**config.mk**
```make
export PLATFORM = sky130hd
export DESIGN_NAME = dcsl_top
export DESIGN_NICKNAME = d
export VERILOG_FILES = /design/src/rtl/dcsl_pkg.sv /design/src/rtl/dcsl_top.sv
export SDC_FILE = /design/constraint.sdc
export NUM_CORES = 1
export LEC_CHECK = 0
export CELL_PAD_IN_SITES_DETAIL_PLACEMENT = 1
export CELL_PAD_IN_SITES_GLOBAL_PLACEMENT = 1
export CORE_MARGIN = 4
export CORE_UTILIZATION = 45
export CTS_CLUSTER_SIZE = 14
export DETAILED_ROUTE_END_ITERATION = 7
export DONT_BUFFER_PORTS = 1
export PLACE_DENSITY = 0.89
export SYNTH_ARGS = -nofsm -noshare
export SYNTH_HDL_FRONTEND = slang
export SYNTH_SLANG_ARGS = --single-unit
```
**constraint.sdc**
```tcl
create_clock -name CLOCK_IN -period 5.1 [get_ports CLOCK_IN]
set_clock_uncertainty 0.05 [all_clocks]
set_input_delay 0.255 -clock CLOCK_IN [delete_from_list [all_inputs] [get_ports CLOCK_IN]]
set_output_delay 0.255 -clock CLOCK_IN [all_outputs]
set_load 0.02 [all_outputs]
```
**src/rtl/dcsl_pkg.sv**
```systemverilog
// Function
// - Online status is true while the selected drive is powered and switched on line.
// - Ready status follows the selected drive's ready-for-transfer report.
// - Seek status is true while the selected drive is positioning.
// - Read-only status follows the selected drive's read-only console switch.
// - Locked-out status: lockout on, unit equals protected unit, cylinder below limit.
// - Protection limit is a three-bit switch value, used only with lockout on.
// - One status bit shows that the lockout switch is engaged.
// - Separate status bits show format position and normal position of switch.
// - Memory current address register holds address bits 1 through 17.
// - Eight-bit cylinder address register holds the commanded cylinder.
// - Five-bit head address register holds the addressed surface.
// - Four-bit sector address register holds the addressed sector.
// - Selected drive reports its eight-bit head cylinder; controller captures it.
// - Increment-head state deselects current head and selects the next one.
// - Idle is the only non-busy state; read, write, seek and recal states exist.
// - A unit's attention bit sets when it completes a positioning command.
// - Seven-bit counter counts double-length words moved within one sector.
// - Sector-count overflow flag rises when the sector word counter overflows.
// - Nine-bit format generator state register sequences sector formatting.
// - Overall attention flag is the OR of the eight unit attention bits.
package dcsl_pkg;

	// Register byte addresses on the Avalon-MM slave.
	localparam logic [5:0] ADDR_CTRL      = 6'h00;
	localparam logic [5:0] ADDR_MEM_ADDR  = 6'h04;
	localparam logic [5:0] ADDR_CYL       = 6'h08;
	localparam logic [5:0] ADDR_HEAD      = 6'h0C;
	localparam logic [5:0] ADDR_SECTOR    = 6'h10;
	localparam logic [5:0] ADDR_STATUS    = 6'h14;
	localparam logic [5:0] ADDR_PROTECT   = 6'h18;
	localparam logic [5:0] ADDR_DRIVE_POS = 6'h1C;
	localparam logic [5:0] ADDR_ATTN      = 6'h20;
	localparam logic [5:0] ADDR_SWC       = 6'h24;
	localparam logic [5:0] ADDR_FORMAT_SEQUENCER_STATE   = 6'h28;
	localparam logic [5:0] ADDR_STATE     = 6'h2C;

	// Control register fields.
	localparam int CTRL_UNIT_LSB = 0;
	localparam int CTRL_FUNC_LSB = 3;
	localparam int CTRL_GO_BIT   = 8;

	// Status register bit positions.
	localparam int ST_ONLINE  = 0;
	localparam int ST_READY   = 1;
	localparam int ST_SEEK    = 2;
	localparam int ST_RO      = 3;
	localparam int ST_BLOCKED = 4;
	localparam int ST_FORMAT  = 5;
	localparam int ST_NORMAL  = 6;
	localparam int ST_LOCKOUT = 7;
	localparam int ST_ATTN    = 8;
	localparam int ST_BUSY    = 9;
	localparam int ST_WP_ERR  = 10;

	// Function codes written to the control register.
	localparam logic [2:0] FN_IDLE  = 3'h0;
	localparam logic [2:0] FN_READ  = 3'h1;
	localparam logic [2:0] FN_WRITE = 3'h2;
	localparam logic [2:0] FN_RECAL = 3'h3;
	localparam logic [2:0] FN_SEEK  = 3'h4;

	// Reset values, counting steps and the counter limit.
	localparam logic [16:0] MEM_ADDR_RST  = 17'h00000;
	localparam logic [16:0] MEM_ADDR_STEP = 17'h00002;
	localparam logic [6:0]  SWC_MAX       = 7'h7F;

	// Control states.
	typedef enum logic [2:0] {
		ST_IDLE,
		ST_HEAD_RESET_STATE,
		ST_READ,
		ST_WRITE,
		ST_INC_HEAD,
		ST_SEEK_GO,
		ST_RECAL_GO
	} dcsl_state_type;

endpackage

```
**src/rtl/dcsl_top.sv**
```systemverilog
// Chosen here: the register addresses and register access over Avalon-MM.
`timescale 1ns/1ps
module dcsl_top #(
	parameter int UNITS = 8
) (
	// Clock and reset.
	input  wire logic                   CLOCK_IN,
	input  wire logic                   SRST_IN,
	// Avalon-MM slave.
	input  wire logic [5:0]             AVS_ADDRESS_IN,
	input  wire logic                   AVS_READ_IN,
	input  wire logic                   AVS_WRITE_IN,
	input  wire logic [31:0]            AVS_WRITEDATA_IN,
	input  wire logic [3:0]             AVS_BYTEENABLE_IN,
	output logic      [31:0]            AVS_READDATA_OUT,
	output logic                        AVS_WAITREQUEST_OUT,
	// Panel switches.
	input  wire logic                   LOCKOUT_SW_IN,
	input  wire logic [2:0]             PROTECTED_UNIT_IN,
	input  wire logic [2:0]             PROTECT_LIMIT_CYL_IN,
	input  wire logic                   FORMAT_SW_IN,
	// Drive reports: per-unit vectors, then the selected drive's head cylinder.
	input  wire logic [UNITS-1:0]       DRV_ONLINE_IN,
	input  wire logic [UNITS-1:0]       DRV_READY_IN,
	input  wire logic [UNITS-1:0]       DRV_SEEKING_IN,
	input  wire logic [UNITS-1:0]       DRV_READ_ONLY_IN,
	input  wire logic [UNITS-1:0]       DRV_POS_DONE_IN,
	input  wire logic [7:0]             DRV_HEAD_POS_IN,
	// Data path word strobe.
	input  wire logic                   WORD_STROBE_IN,
	// Drive commands and state.
	output logic [2:0]                  UNIT_SELECT_OUT,
	output logic [7:0]                  CYLINDER_ADDRESS_OUT,
	output logic [4:0]                  HEAD_ADDRESS_OUT,
	output logic [16:0]                 MEMORY_ADDRESS_OUT,
	output logic                        HEAD_CLEAR_OUT,
	output logic                        HEAD_STEP_OUT,
	output logic                        SEEK_START_OUT,
	output logic                        RECAL_START_OUT,
	output logic                        READ_ENABLE_OUT,
	output logic                        WRITE_ENABLE_OUT,
	output logic                        BUSY_OUT,
	output logic                        ATTENTION_OUT,
	output logic                        UNIT_WRITE_BLOCKED_OUT
);

	// All state of the block.
	typedef struct packed {
		dcsl_pkg::dcsl_state_type state;
		logic [2:0]               unit_sel;
		logic [2:0]               func;
		logic [16:0]              mem_addr;
		logic [7:0]               cyl;
		logic [4:0]               head;
		logic [3:0]               sector;
		logic [7:0]               drv_pos;
		logic [7:0]               attn;
		logic                     attn_any;
		logic [6:0]               sector_word_counter;
		logic                     swc_ovf;
		logic [8:0]               format_sequencer_state;
		logic                     online;
		logic                     ready;
		logic                     seeking;
		logic                     read_only;
		logic                     blocked;
		logic                     wp_err;
		logic                     busy;
		logic                     waitreq;
		logic [31:0]              rdata;
		// Drive strobes live in flops so no decode gates sit on the pins.
		logic                     head_clr;
		logic                     head_step;
		logic                     seek_go;
		logic                     recal_go;
		logic                     rd_en;
		logic                     wr_en;
	} dcsl_regs_type;

	dcsl_regs_type r_q;
	dcsl_regs_type r_d;

	// Picks the selected unit's bit from a per-unit report vector.
	function automatic logic unit_bit(input logic [UNITS-1:0] v,
			input logic [2:0] u);
		unit_bit = v[u];
	endfunction

	// Merges write data into a register value under the byte enables.
	function automatic logic [31:0] be_merge(input logic [31:0] old_v,
			input logic [31:0] new_v, input logic [3:0] be);
		logic [31:0] m;
		m = old_v;
		for (int i = 0; i < 4; i++) begin
			if (be[i]) begin
				m[8*i +: 8] = new_v[8*i +: 8];
			end
		end
		be_merge = m;
	endfunction

	// Scratch values of the next-state process, set on every pass.
	logic        req;
	logic        take_write;
	logic        lock_hit;
	logic        write_fence;
	logic [31:0] wv;
	logic [31:0] status_word;
	logic [6:0]  state_bits;
	logic [7:0]  attn_clr;

	// Next-state logic for the whole block.
	always_comb begin
		r_d = r_q;
		req = AVS_READ_IN | AVS_WRITE_IN;
		take_write = AVS_WRITE_IN & ~r_q.waitreq;
		wv = 32'h00000000;
		attn_clr = 8'h00;

		// Lockout compare; limit is live only with the switch engaged.
		lock_hit = LOCKOUT_SW_IN && (r_q.unit_sel == PROTECTED_UNIT_IN);
		// The fence leaves the unit out: a go may name a new unit.
		write_fence = LOCKOUT_SW_IN &&
			(r_q.cyl <= {5'h00, PROTECT_LIMIT_CYL_IN});

		// Selected unit status is resampled each cycle.
		r_d.online    = unit_bit(DRV_ONLINE_IN, r_q.unit_sel);
		r_d.ready     = unit_bit(DRV_READY_IN, r_q.unit_sel);
		r_d.seeking   = unit_bit(DRV_SEEKING_IN, r_q.unit_sel);
		r_d.read_only = unit_bit(DRV_READ_ONLY_IN, r_q.unit_sel);
		r_d.blocked   = lock_hit &&
			(r_q.cyl < {5'h00, PROTECT_LIMIT_CYL_IN});
		r_d.drv_pos   = DRV_HEAD_POS_IN;

		// Status word seen by software. Unit bits are one cycle old, which
		// keeps the read path short; switch bits are read live.
		status_word = 32'h00000000;
		status_word[dcsl_pkg::ST_ONLINE]  = r_q.online;
		status_word[dcsl_pkg::ST_READY]   = r_q.ready;
		status_word[dcsl_pkg::ST_SEEK]    = r_q.seeking;
		status_word[dcsl_pkg::ST_RO]      = r_q.read_only;
		status_word[dcsl_pkg::ST_BLOCKED] = r_q.blocked;
		status_word[dcsl_pkg::ST_FORMAT]  = FORMAT_SW_IN;
		status_word[dcsl_pkg::ST_NORMAL]  = ~FORMAT_SW_IN;
		status_word[dcsl_pkg::ST_LOCKOUT] = LOCKOUT_SW_IN;
		status_word[dcsl_pkg::ST_ATTN]    = r_q.attn_any;
		status_word[dcsl_pkg::ST_BUSY]    = r_q.busy;
		status_word[dcsl_pkg::ST_WP_ERR]  = r_q.wp_err;

		// One-hot picture of the control state.
		state_bits = 7'h00;
		state_bits[r_q.state] = 1'b1;

		// Bus handshake: answer one cycle after the request appears.
		// Waitrequest is low one cycle only; a held request is served again every second cycle.
		if (req && r_q.waitreq) begin
			r_d.waitreq = 1'b0;
			case (AVS_ADDRESS_IN)
				dcsl_pkg::ADDR_CTRL:
					r_d.rdata = {23'h000000, 3'h0, r_q.func, r_q.unit_sel};
				dcsl_pkg::ADDR_MEM_ADDR:
					r_d.rdata = {15'h0000, r_q.mem_addr};
				dcsl_pkg::ADDR_CYL:
					r_d.rdata = {24'h000000, r_q.cyl};
				dcsl_pkg::ADDR_HEAD:
					r_d.rdata = {27'h0000000, r_q.head};
				dcsl_pkg::ADDR_SECTOR:
					r_d.rdata = {28'h0000000, r_q.sector};
				dcsl_pkg::ADDR_STATUS:
					r_d.rdata = status_word;
				dcsl_pkg::ADDR_PROTECT:
					r_d.rdata = {26'h0000000, PROTECT_LIMIT_CYL_IN,
						PROTECTED_UNIT_IN};
				dcsl_pkg::ADDR_DRIVE_POS:
					r_d.rdata = {24'h000000, r_q.drv_pos};
				dcsl_pkg::ADDR_ATTN:
					r_d.rdata = {24'h000000, r_q.attn};
				dcsl_pkg::ADDR_SWC:
					r_d.rdata = {24'h000000, r_q.swc_ovf, r_q.sector_word_counter};
				dcsl_pkg::ADDR_FORMAT_SEQUENCER_STATE:
					r_d.rdata = {23'h000000, r_q.format_sequencer_state};
				dcsl_pkg::ADDR_STATE:
					r_d.rdata = {25'h0000000, state_bits};
				default:
					r_d.rdata = 32'h00000000;
			endcase
		end else begin
			r_d.waitreq = 1'b1;
		end

		// Register writes land at the edge that sees waitrequest low.
		if (take_write) begin
			case (AVS_ADDRESS_IN)
				dcsl_pkg::ADDR_CTRL: begin
					wv = be_merge({23'h000000, 3'h0, r_q.func, r_q.unit_sel},
						AVS_WRITEDATA_IN, AVS_BYTEENABLE_IN);
					// Unit and function cannot change under a running job.
					if (r_q.state == dcsl_pkg::ST_IDLE) begin
						r_d.unit_sel = wv[dcsl_pkg::CTRL_UNIT_LSB +: 3];
						r_d.func     = wv[dcsl_pkg::CTRL_FUNC_LSB +: 3];
					end
				end
				dcsl_pkg::ADDR_MEM_ADDR: begin
					wv = be_merge({15'h0000, r_q.mem_addr},
						AVS_WRITEDATA_IN, AVS_BYTEENABLE_IN);
					if (r_q.state == dcsl_pkg::ST_IDLE) begin
						r_d.mem_addr = wv[16:0];
					end
				end
				dcsl_pkg::ADDR_CYL: begin
					wv = be_merge({24'h000000, r_q.cyl},
						AVS_WRITEDATA_IN, AVS_BYTEENABLE_IN);
					if (r_q.state == dcsl_pkg::ST_IDLE) begin
						r_d.cyl = wv[7:0];
					end
				end
				dcsl_pkg::ADDR_HEAD: begin
					wv = be_merge({27'h0000000, r_q.head},
						AVS_WRITEDATA_IN, AVS_BYTEENABLE_IN);
					if (r_q.state == dcsl_pkg::ST_IDLE) begin
						r_d.head = wv[4:0];
					end
				end
				dcsl_pkg::ADDR_SECTOR: begin
					wv = be_merge({28'h0000000, r_q.sector},
						AVS_WRITEDATA_IN, AVS_BYTEENABLE_IN);
					if (r_q.state == dcsl_pkg::ST_IDLE) begin
						r_d.sector = wv[3:0];
					end
				end
				dcsl_pkg::ADDR_ATTN: begin
					// Write one to clear; byte lane 0 carries all eight units.
					if (AVS_BYTEENABLE_IN[0]) begin
						attn_clr = AVS_WRITEDATA_IN[7:0];
					end
				end
				default: begin
					wv = 32'h00000000;
				end
			endcase
		end

		// Attention: a completion in the clearing cycle still sets the bit.
		r_d.attn = (r_q.attn & ~attn_clr) | DRV_POS_DONE_IN;
		r_d.attn_any = |r_d.attn;

		// Control state sequencing.
		case (r_q.state)
			dcsl_pkg::ST_IDLE: begin
				if (take_write && AVS_ADDRESS_IN == dcsl_pkg::ADDR_CTRL &&
						AVS_BYTEENABLE_IN[1] &&
						AVS_WRITEDATA_IN[dcsl_pkg::CTRL_GO_BIT]) begin
					// Each go clears the error, so it reports the last command.
					r_d.wp_err = 1'b0;
					case (wv[dcsl_pkg::CTRL_FUNC_LSB +: 3])
						dcsl_pkg::FN_READ: begin
							r_d.state = dcsl_pkg::ST_HEAD_RESET_STATE;
						end
						dcsl_pkg::FN_WRITE: begin
							// A fenced write never leaves idle; the unit
							// checked is the one named by this same write.
							if (write_fence &&
									wv[dcsl_pkg::CTRL_UNIT_LSB +: 3] ==
									PROTECTED_UNIT_IN) begin
								r_d.wp_err = 1'b1;
							end else begin
								r_d.state = dcsl_pkg::ST_HEAD_RESET_STATE;
							end
						end
						dcsl_pkg::FN_RECAL: begin
							r_d.state = dcsl_pkg::ST_RECAL_GO;
						end
						dcsl_pkg::FN_SEEK: begin
							r_d.state = dcsl_pkg::ST_SEEK_GO;
						end
						default: begin
							r_d.state = dcsl_pkg::ST_IDLE;
						end
					endcase
				end
			end
			dcsl_pkg::ST_HEAD_RESET_STATE: begin
				// Drive drops its head select; a new sector count begins.
				r_d.sector_word_counter = 7'h00;
				r_d.swc_ovf = 1'b0;
				r_d.format_sequencer_state = 9'h000;
				r_d.state = (r_q.func == dcsl_pkg::FN_WRITE) ?
					dcsl_pkg::ST_WRITE : dcsl_pkg::ST_READ;
			end
			dcsl_pkg::ST_READ, dcsl_pkg::ST_WRITE: begin
				if (WORD_STROBE_IN) begin
					r_d.sector_word_counter = r_q.sector_word_counter + 7'h01;
					// One counted word is two processor words.
					r_d.mem_addr = r_q.mem_addr + dcsl_pkg::MEM_ADDR_STEP;
					// Format sequencing only runs when writing in format mode.
					if (FORMAT_SW_IN && r_q.state == dcsl_pkg::ST_WRITE) begin
						r_d.format_sequencer_state = r_q.format_sequencer_state + 9'h001;
					end
					if (r_q.sector_word_counter == dcsl_pkg::SWC_MAX) begin
						r_d.swc_ovf = 1'b1;
						r_d.state = dcsl_pkg::ST_INC_HEAD;
					end
				end
				// Software stops a transfer by writing function idle with go.
				if (take_write && AVS_ADDRESS_IN == dcsl_pkg::ADDR_CTRL &&
						AVS_BYTEENABLE_IN[0] && AVS_BYTEENABLE_IN[1] &&
						AVS_WRITEDATA_IN[dcsl_pkg::CTRL_GO_BIT] &&
						AVS_WRITEDATA_IN[dcsl_pkg::CTRL_FUNC_LSB +: 3] ==
						dcsl_pkg::FN_IDLE) begin
					r_d.state = dcsl_pkg::ST_IDLE;
				end
			end
			dcsl_pkg::ST_INC_HEAD: begin
				// Next surface; the sector counter restarts for it. A word
				// strobe in this cycle is not counted, so the data path must
				// leave one idle cycle at each head change. The format count
				// runs on across the change.
				r_d.head = r_q.head + 5'h01;
				r_d.sector_word_counter = 7'h00;
				r_d.swc_ovf = 1'b0;
				r_d.state = (r_q.func == dcsl_pkg::FN_WRITE) ?
					dcsl_pkg::ST_WRITE : dcsl_pkg::ST_READ;
			end
			dcsl_pkg::ST_SEEK_GO, dcsl_pkg::ST_RECAL_GO: begin
				// Positioning runs in the drive; the controller goes idle
				// and learns of the end through the drive's done pulse.
				r_d.state = dcsl_pkg::ST_IDLE;
			end
			default: begin
				r_d.state = dcsl_pkg::ST_IDLE;
			end
		endcase

		r_d.busy = (r_d.state != dcsl_pkg::ST_IDLE);

		// Drive strobes follow the next state so they line up with it.
		r_d.head_clr  = (r_d.state == dcsl_pkg::ST_HEAD_RESET_STATE);
		r_d.head_step = (r_d.state == dcsl_pkg::ST_INC_HEAD);
		r_d.seek_go   = (r_d.state == dcsl_pkg::ST_SEEK_GO);
		r_d.recal_go  = (r_d.state == dcsl_pkg::ST_RECAL_GO);
		r_d.rd_en     = (r_d.state == dcsl_pkg::ST_READ);
		r_d.wr_en     = (r_d.state == dcsl_pkg::ST_WRITE);
	end

	// Single register stage for all state.
	always_ff @(posedge CLOCK_IN) begin
		if (SRST_IN) begin
			// Blanket clear, then the fields whose reset value is named.
			r_q <= '0;
			r_q.state <= dcsl_pkg::ST_IDLE;
			r_q.mem_addr <= dcsl_pkg::MEM_ADDR_RST;
			r_q.waitreq <= 1'b1;
		end else begin
			r_q <= r_d;
		end
	end

	// Outputs straight from the state register.
	assign AVS_READDATA_OUT       = r_q.rdata;
	assign AVS_WAITREQUEST_OUT    = r_q.waitreq;
	assign UNIT_SELECT_OUT        = r_q.unit_sel;
	assign CYLINDER_ADDRESS_OUT   = r_q.cyl;
	assign HEAD_ADDRESS_OUT       = r_q.head;
	assign MEMORY_ADDRESS_OUT     = r_q.mem_addr;
	assign HEAD_CLEAR_OUT         = r_q.head_clr;
	assign HEAD_STEP_OUT          = r_q.head_step;
	assign SEEK_START_OUT         = r_q.seek_go;
	assign RECAL_START_OUT        = r_q.recal_go;
	assign READ_ENABLE_OUT        = r_q.rd_en;
	assign WRITE_ENABLE_OUT       = r_q.wr_en;
	assign BUSY_OUT               = r_q.busy;
	assign ATTENTION_OUT          = r_q.attn_any;
	assign UNIT_WRITE_BLOCKED_OUT = r_q.blocked;

endmodule // dcsl_top

```
Word level (Yosys, flattened, before mapping). Cells that the tools add are included.

Output and inout bits: 75. Input bits: 103. Register bits after elaboration: 123.

Add/subtract/negate cells: 4. Mux-type cells: 51. Order comparisons: 5. Equality and inequality tests: 32. Reductions and logical operators: 34. Bitwise gates (word level): 7.

Operators with widths (number): $pmux 17 s12 (1); $mux 17 (5); $mux 8 (8); $mux 34 (1); $pmux 6 s5 (1); $eq 6x5->1 const B (4); $eq 6x6->1 const B (4); $mux 6 (4); $eq 3x2->1 const B (7); $pmux 9 s2 (1); $reduce_and 3->1 (6); $add 17x2->17 const B (1); $pmux 8 s2 (1); $eq 3x3->1 const B (5); $mux 3 (5); $mux 5 (3); $logic_and 1x1->1 (14); $bmux 1 s3 (4); $eq 6x4->1 const B (2); $pmux 3 s4 (1); $mux 1 (11); $reduce_bool 2->1 (5); $add 9x1->9 const B (1); $eq 3x1->1 const B (3); other kinds (26) (35).

Logic depth before layout (Yosys ltp). Gate-level depths: netlist of the first run.

Depth after elaboration: 10. Depth in mapped cells: 10.

Worst setup path after synthesis of the first run. OpenSTA, ideal clock, no wires.

Path kind: input to register. From: in AVS_ADDRESS_IN[3]. To: reg r_q, in the netlist BUSY_OUT. Cell stages on the path: 8. Path slack: 2.825 ns. Arrival: 2.092 ns. Data required time: 4.917 ns. Cells stage by stage: buf_2 -> mux4_2 -> nand3_1 -> o41ai_1 -> nor4_1 -> or4b_4 -> a211oi_1 -> a21oi_1.

Word-level cells in the longest chain between the ends: 10. Elaborated cells on any way between the ends: 26. Classes of those cells: eq/ne (9); mux (7); reduce/logical (10).

RTL lines: from (decl) (RTL line dcsl_top.sv:10) `input wire logic [5:0] AVS_ADDRESS_IN,`; $eq 6x5->1 (tied with other cells) (RTL line dcsl_top.sv:193) `case (AVS_ADDRESS_IN)`; $pmux 6 s5 (RTL line dcsl_top.sv:193); $mux 6 (RTL line dcsl_top.sv:192) `if (take_write) begin`; $eq 3x3->1 (RTL line dcsl_top.sv:263) `wv[dcsl_pkg::CTRL_UNIT_LSB +: 3] ==`; $logic_and 1x1->1 (RTL line dcsl_top.sv:262) `if (write_fence &&`; $mux 3 (RTL line dcsl_top.sv:262); $pmux 3 s4 (RTL line dcsl_top.sv:255) `case (wv[dcsl_pkg::CTRL_FUNC_LSB +: 3])`; $mux 3 (RTL line dcsl_top.sv:250) `if (take_write && AVS_ADDRESS_IN == dcsl_pkg::ADDR_CTRL &&`; $pmux 3 s3 * (RTL line dcsl_top.sv:248) `case (r_q.state)`; $reduce_bool 3->1 * (RTL line dcsl_top.sv:334) `r_d.busy = (r_d.state != dcsl_pkg::ST_IDLE);`; to (signal assigned) (RTL line dcsl_top.sv:354) `r_q <= r_d;`; to (decl) (RTL line dcsl_top.sv:80) `dcsl_regs_type r_q;`.

Mark *: on every way between the ends. The rest lies on a longest branch, timed or not. A chain may end at the register's enable or synchronous reset.

Worst setup path in the final report of the first run.
From: reg r_q, in the netlist AVS_WAITREQUEST_OUT. To: reg r_q, in the netlist CYLINDER_ADDRESS_OUT[5].

Word-level cells in the longest chain between the ends: 3.

RTL lines: $not 1->1 (RTL line dcsl_top.sv:116) `take_write = AVS_WRITE_IN & ~r_q.waitreq;`; $and 1x1->1 (RTL line dcsl_top.sv:116); $reduce_and 3->1 (no line).

No other way between the ends.

==> impl_metrics.tcl, run 1 <==
set metrics [dict create \
    comb_power_share_pct 6.9 \
    synth_cell_types 71 \
    fill_cells 1656 \
    postCtsSetupRepairBufs 0 \
    cts_buffers 9 \
    finalPower_mw 1.72 \
    critPathLaunchType "register" \
    first_pass_iters 5 \
    grt-ovfl-total 0 \
    pre_cts_slack_ns 2.23 \
    fp.dieW_um 128 \
    crit_path_max_fanout 11 \
    hpwl_um 16900 \
    die_h_um 128 \
    timing.final.ws_setup_ns 2.34 \
    routabilityCongestion 0.944 \
    swShare_pct 25.0 \
    irDropWorstVdd_v 0.000159 \
    synth_flop_cell "dfxtp_1" \
    rows 43 \
    whs_ns 0.00346 \
    rsz0062_at_grt "no" \
    intPower_mw 1.29 \
    cp.arrival_ns 2.95 \
    critical_path_class "reg -> reg" \
    ys_top_cells_by_area "dfxtp_1 (33%), buf_4 (7.5%), nor2_1 (5.9%)" \
    finalWirelength_um 23300 \
    grt_max_degree 90 \
    worstMarginPinSlew_ns 1.04 \
    drive_gt1_share_pct 7.59 \
    end_kind "register" \
    utilization_pct 47.7 \
    yosys.area.top_type "dfxtp_1" \
    grt_pass1_vias 6193 \
    synth.top_cell.area_share_pct 33.2 \
    power.density_mw_per_mm2 256 \
    p_seq_share_pct 50.5 \
    vias 6040 \
    regArea_mm2 0.00216 \
    setup_viol 0 \
    start_util_pct 46.4 \
    io_buffer_count 0 \
    wl_per_cell_um 25.4 \
    cts.sinks 108 \
    ant_nets 0 \
    cts_tree "done" \
    fin_nets 843 \
    fin_crit_sh_pct 54.1 \
    diodes 0 \
    multi_input_area_mm2 0.00368 \
    synth.cell_area_mm2 0.00652 \
    syn_area_per_cell_um2 8.20 \
    clockRootBuffer "clkbuf_16" \
    status "completed" \
    synthArstFlopShare_pct 0 \
    hp-class "in -> reg" \
    grt_usage_pct 27.6 \
    clk_latency_ns 0.37 \
    clkTransAtPathRegs_ns 0.07 \
    postSynthCellCount 795 \
    synth_edf_count 0 \
    final_max_slew_viol_count 0 \
    ys_warn_count 0 \
    relSlewSlack_pct 30.0 \
    fmax_mhz 362 \
    p_leak_nw 2.31 \
    first_iter_violations 500 \
    viasPerCell 6.58 \
    crit_required_ns 5.29 \
    seq_area_frac_synth_pct 33.2 \
    ys_ff_latch 108 \
    maxCapViolations 0 \
    dieArea_mm2 0.0165 \
    hold_violations 0 \
    syn2layout_area_growth_pct 2.74 \
    ctsHtreeMaxLevel 3 \
    cts_buffer_depth 2 \
    grt_pass1_wl_um 35000 \
    post-route-drc-count 0 \
    antenna_found_initial 0 \
    finalCriticalPeriod_ns 2.76 \
    p_switching_mw 0.429 \
    core_area_mm2 0.0140 \
    p_clk_share_pct 42.6 \
    io_pins 178 \
    setup_tns_ns 0 \
]
[path summary, 6_finish.rpt]
check	cells past startpoint	slack [ns]	endpoint	startpoint
setup / recovery	7	2.34	CYLINDER_ADDRESS_OUT[5]	AVS_WAITREQUEST_OUT
hold / removal	2	0.003	MEMORY_ADDRESS_OUT[16]	AVS_WRITEDATA_IN[16]
setup reg to reg	7	2.34	CYLINDER_ADDRESS_OUT[5]	AVS_WAITREQUEST_OUT
hold reg to reg	2	0.43	r_q[55]	r_q[55]
[per-layer routing]
layer	share of wire, %	GRT usage (%)	wire, um
met1	39	33.9	9190
met2	48	46.1	11200
met3	9.8	8.51	2270
met4	2.5	9.24	573
met5	0	0	0
[Yosys cell counts (all sizes together), types with 8 or more instances]
cell / count
dfxtp: 108
nor2: 103
buf: 76
nand2: 65
a21oi: 46
clkbuf: 38
mux2i: 36
o21ai: 31
nand3: 25
a22oi: 24
nand4: 22
nor3: 19
and3: 13
inv: 13
nand2b: 13
nor2b: 12
mux4: 11
mux2: 10
nor4: 9
xor2: 9
a31oi: 8
[flip-flops by register name, indices dropped and copies added (netlist names), named ones only]
register / flops
AVS_WAITREQUEST_OUT: 1
CYLINDER_ADDRESS_OUT: 6
RECAL_START_OUT: 1
MEMORY_ADDRESS_OUT: 17
READ_ENABLE_OUT: 1
UNIT_WRITE_BLOCKED_OUT: 1
SEEK_START_OUT: 1
WRITE_ENABLE_OUT: 1
r_q: 48
UNIT_SELECT_OUT: 3
HEAD_ADDRESS_OUT: 5
HEAD_STEP_OUT: 1
ATTENTION_OUT: 1
AVS_READDATA_OUT: 17
HEAD_CLEAR_OUT: 1
BUSY_OUT: 1
[area by class of cell]
| class | count | area share (%) |
|---|---|---|
| well taps | 180 | 3.36 |
| inverters | 14 | 0.785 |
| clock inverters | 6 | 1.05 |
| multi-input cells | 573 | 55.0 |
| flip-flops and latches | 108 | 32.3 |
| clock buffers | 10 | 3.42 |
| repair buffers | 27 | 4.15 |
[critical path, stage by stage (launching register included)]
cell and delay [ns]:
dfxtp_1 0.48, nand2b_1 0.33, nor4_1 0.21, buf_4 0.26, nand2_1 0.12, nor3_2 0.84, mux2i_1 0.27, nor2_1 0.06
[through the flow]
| step | area (um^2) | cells |
|---|---|---|
| CTS | 6690 | 917 |
| detailed placement | 6150 | 879 |
| global placement | 6150 | 879 |
| floorplan | 6570 | 809 |
| finish | 6700 | 918 |
| global route | 6700 | 918 |
[layout by cell type, fill, tap and decap left out, types with 4 or more instances in the layout]
cell	count
a211oi_1	6
and2_1	4
nand4b_1	4
a22oi_1	24
dfxtp_1	108
mux4_2	11
nand4_1	22
inv_1	12
nor3_1	17
nand2b_1	13
clkbuf_16	9
o21ai_0	26
and3_1	13
o21a_1	4
mux2i_1	36
nor2_1	103
o22ai_1	5
dlygate4sd3_1	22
a221oi_1	7
a31oi_1	8
and4_1	4
nand2_1	65
xor2_1	9
nand3_1	25
nor4b_1	4
o21ai_1	5
xnor2_1	5
nor4_1	6
conb_1	15
o211ai_1	4
mux2_2	8
ha_1	7
nor2b_1	12
or3_1	5
buf_4	4
a21oi_1	45
a32oi_1	5
or2_2	4
[timing repair]
action / 4_1_cts / 5_1_grt
resized for setup: 0 / 0
hold endpoints to repair: 89 / 1
hold buffers: 22 / 1
[power by group through the flow]
| stage | clock, mW | sequential (mW) | combinational [mW] |
|---|---|---|---|
| 2_1_floorplan | 0 | 0.879 | 0.102 |
| 3_3_place_gp | 0 | 0.885 | 0.0839 |
| 3_5_place_dp | 0 | 0.886 | 0.0868 |
| 4_1_cts | 0.734 | 0.866 | 0.115 |
| 5_1_grt | 0.768 | 0.867 | 0.127 |
| 6_report | 0.732 | 0.866 | 0.118 |
[kinds of logic (layout without fill, tap and decap cells)]
| family | count (synthesis) | count (layout) | share of synthesized area, % |
|---|---|---|---|
| multiplexers | 57 | 57 | 11.1 |
| AO/OA/AOI/OAI | 158 | 158 | 16.0 |
| other | 1 | 15 | 0.0575 |
| flip-flops | 108 | 108 | 33.2 |
| XOR/XNOR | 14 | 14 | 1.88 |
| AND/OR/NAND/NOR | 322 | 322 | 25.2 |
| adder cells (fa/ha/maj) | 7 | 7 | 1.34 |
| buffers and inverters | 128 | 57 | 11.3 |
Note: power is estimated with default switching activity, not from simulation.
==> run 2, diff against run 1 <==
==> constraint.sdc (replaced) <==
create_clock -name CLOCK_IN -period 2.8 [get_ports CLOCK_IN]
set_clock_uncertainty 0.05 [all_clocks]
set_input_delay 0.14 -clock CLOCK_IN [delete_from_list [all_inputs] [get_ports CLOCK_IN]]
set_output_delay 0.14 -clock CLOCK_IN [all_outputs]
set_load 0.02 [all_outputs]
==> run 2 against run 1 <==
Wire length up 5.2%. Global-route usage up 1.8 points. Largest power group unchanged. Critical path type unchanged. Cell count up 5.0%. Worst hold slack worse by 0.0012 ns. Die area unchanged. Total power up 84%. Critical endpoint is now HEAD_STEP_OUT. First-iteration DRC count up 20%.
==> impl_metrics.tcl, run 2 (synthesis results as in run 1) <==
set metrics [dict create \
    status "completed" \
    use_met1_pct 34.9 \
    core_area_mm2 0.0140 \
    crit_buf_inv 0 \
    critPathLaunchType "register" \
    clkTransAtPathRegs_ns 0.07 \
    cp.arrival_ns 2.90 \
    power.density_mw_per_mm2 446 \
    cts_buffers 9 \
    critPathTopFamily "simple AND/OR/NAND/NOR gates" \
    dieArea_mm2 0.0165 \
    die_h_um 128 \
    drive_gt1_share_pct 11.2 \
    fp.dieW_um 128 \
    relSlewSlack_pct 59.0 \
    post-route-drc-count 0 \
    start_util_pct 46.4 \
    swShare_pct 25.3 \
    crit_path_max_fanout 6 \
    p_clk_share_pct 42.1 \
    cp_slowest_stage_delay_ns 0.56 \
    slowest_stage "or4b_4" \
    cp_num_cells 7 \
    met3_usage_pct 7.80 \
    io_pins 178 \
    finalWirelength_um 24500 \
    top_register "r_q" \
    cpMostUsedCell "nor4_1" \
    vias 6233 \
    reg2reg_to "HEAD_STEP_OUT" \
    hold_violations 0 \
    largest_reg_flops 48 \
    fin_crit_sh_pct 94.3 \
    fmax_mhz 379 \
    hpwl_um 17700 \
    grt-busiest-layer "met2" \
    io_buffer_count 0 \
    hp-class "in -> reg" \
    rrSetupSlack_ns 0.16 \
    ctsHtreeMaxLevel 3 \
    rows 43 \
    regArea_mm2 0.00216 \
    layout_common_cells "dfxtp_1 (108), nor2_1 (103), nand2_1 (65), a21oi_1 (45), dlygate4sd3_1 (37)" \
    routabilityCongestion 0.921 \
    p_switching_mw 0.799 \
    cts_tree "done" \
    worstPathCellList "nor4_1, nand2_1, a2111o_1, nor4_1, or4b_4, a21oi_4, and4b_1" \
    multi_input_area_mm2 0.00368 \
    worstMarginPinSlew_ns 0.612 \
    grt-ovfl-total 0 \
    worst_hold_path.endpoint "HEAD_STEP_OUT" \
    grt_usage_pct 29.4 \
    first_iter_violations 599 \
    critical_path_class "reg -> reg" \
    cts_buffer_depth 2 \
    setup_viol 0 \
    setup_tns_ns 0 \
    intPower_mw 2.36 \
    finalCriticalPeriod_ns 2.64 \
    wl_per_cell_um 25.4 \
    viasPerCell 6.47 \
    clockRootBuffer "clkbuf_16" \
    final_max_slew_viol_count 0 \
    finalPower_mw 3.16 \
    grt_pass1_vias 6497 \
    worstRegToRegCells 7 \
    clk_latency_ns 0.37 \
    p_seq_share_pct 49.8 \
    hold_depth 2 \
    hp-start "SRST_IN" \
    grt_pass1_wl_um 37400 \
    first_pass_iters 4 \
    diodes 0 \
    crit_required_ns 3.06 \
    postCtsSetupRepairBufs 0 \
    p_leak_nw 2.53 \
    maxCapViolations 0 \
    ant_nets 0 \
    fin_nets 889 \
    grt_max_degree 93 \
    use_met2_pct 50.7 \
    cts.sinks 108 \
    r2r_start "CYLINDER_ADDRESS_OUT[4]" \
    irDropWorstVdd_v 0.000335 \
    comb_power_share_pct 8.0 \
    end_kind "register" \
    rsz0062_at_grt "no" \
    antenna_found_initial 0 \
    syn2layout_area_growth_pct 8.66 \
    fill_cells 1663 \
    final_common_cell "dfxtp_1" \
]
==> run 2: changes by cell type in the layout (fill, tap and decap cells not counted) <==
cell / change
clkinv_4: -1
clkinv_2: -1
and2_1: -1
buf_4: +31
and2_2: +1
dlygate4sd3_1: +15
clkinvlp_4: +2
==> run 2: power by group through the flow <==
stage               registers [mW]  clock network, mW  logic (mW)
global placement              1.61                  0       0.161
CTS                           1.57               1.34       0.247
detailed placement            1.61                  0       0.167
finish                        1.57               1.33       0.254
floorplan                     1.60                  0       0.187
global route                  1.57               1.41       0.270
==> run 2: cell type report <==
type,instances,area share (%)
Sequential cell,108,30.5
Clock buffer,10,3.23
Tap cell,180,3.18
Inverter,14,0.742
Multi-Input combinational cell,573,52.0
Clock inverter,6,1.01
Timing Repair Buffer,73,9.33
==> run 2: layer usage <==
layer / share of wire (%) / up-vias
li1: - / 2756
met1: 39 / 3055
met2: 48 / 359
met3: 9.4 / 60
met4: 3.4 / 3
met5: 0.18 / -
==> run 2: per-stage QoR <==
step / hold slack [ns] / instance area, um^2 / cells / worst slack (ns) / utilization (%)
3_5_place_dp: 0.173 / 6380 / 910 / 0.196 / 45.5
6_report: 0.00226 / 7080 / 964 / 0.159 / 50.4
2_1_floorplan: 0.218 / 6570 / 809 / 0.586 / -
5_1_grt: 0.0124 / 7080 / 964 / 0.0698 / 50.4
3_3_place_gp: 0.171 / 6380 / 910 / 0.309 / 45.5
4_1_cts: 0.00106 / 7080 / 964 / 0.163 / 50.4
==> run 2: repair_timing <==
action	CTS	global route
hold buffers	38	0
resized for setup	0	1
hold endpoints to repair	94	0
setup endpoints to repair	0	1
==> run 2: how the worst max path moves through the flow <==
| stage | start | end | slack [ns] |
|---|---|---|---|
| 2_1_floorplan | CYLINDER_ADDRESS_OUT[0] | BUSY_OUT | 0.59 |
| 3_3_place_gp | CYLINDER_ADDRESS_OUT[4] | READ_ENABLE_OUT | 0.31 |
| 3_5_place_dp | CYLINDER_ADDRESS_OUT[4] | HEAD_STEP_OUT | 0.20 |
| 4_1_cts | r_q[121] | MEMORY_ADDRESS_OUT[10] | 0.16 |
| 5_1_grt | CYLINDER_ADDRESS_OUT[4] | BUSY_OUT | 0.07 |
| 6_report | CYLINDER_ADDRESS_OUT[4] | HEAD_STEP_OUT | 0.16 |
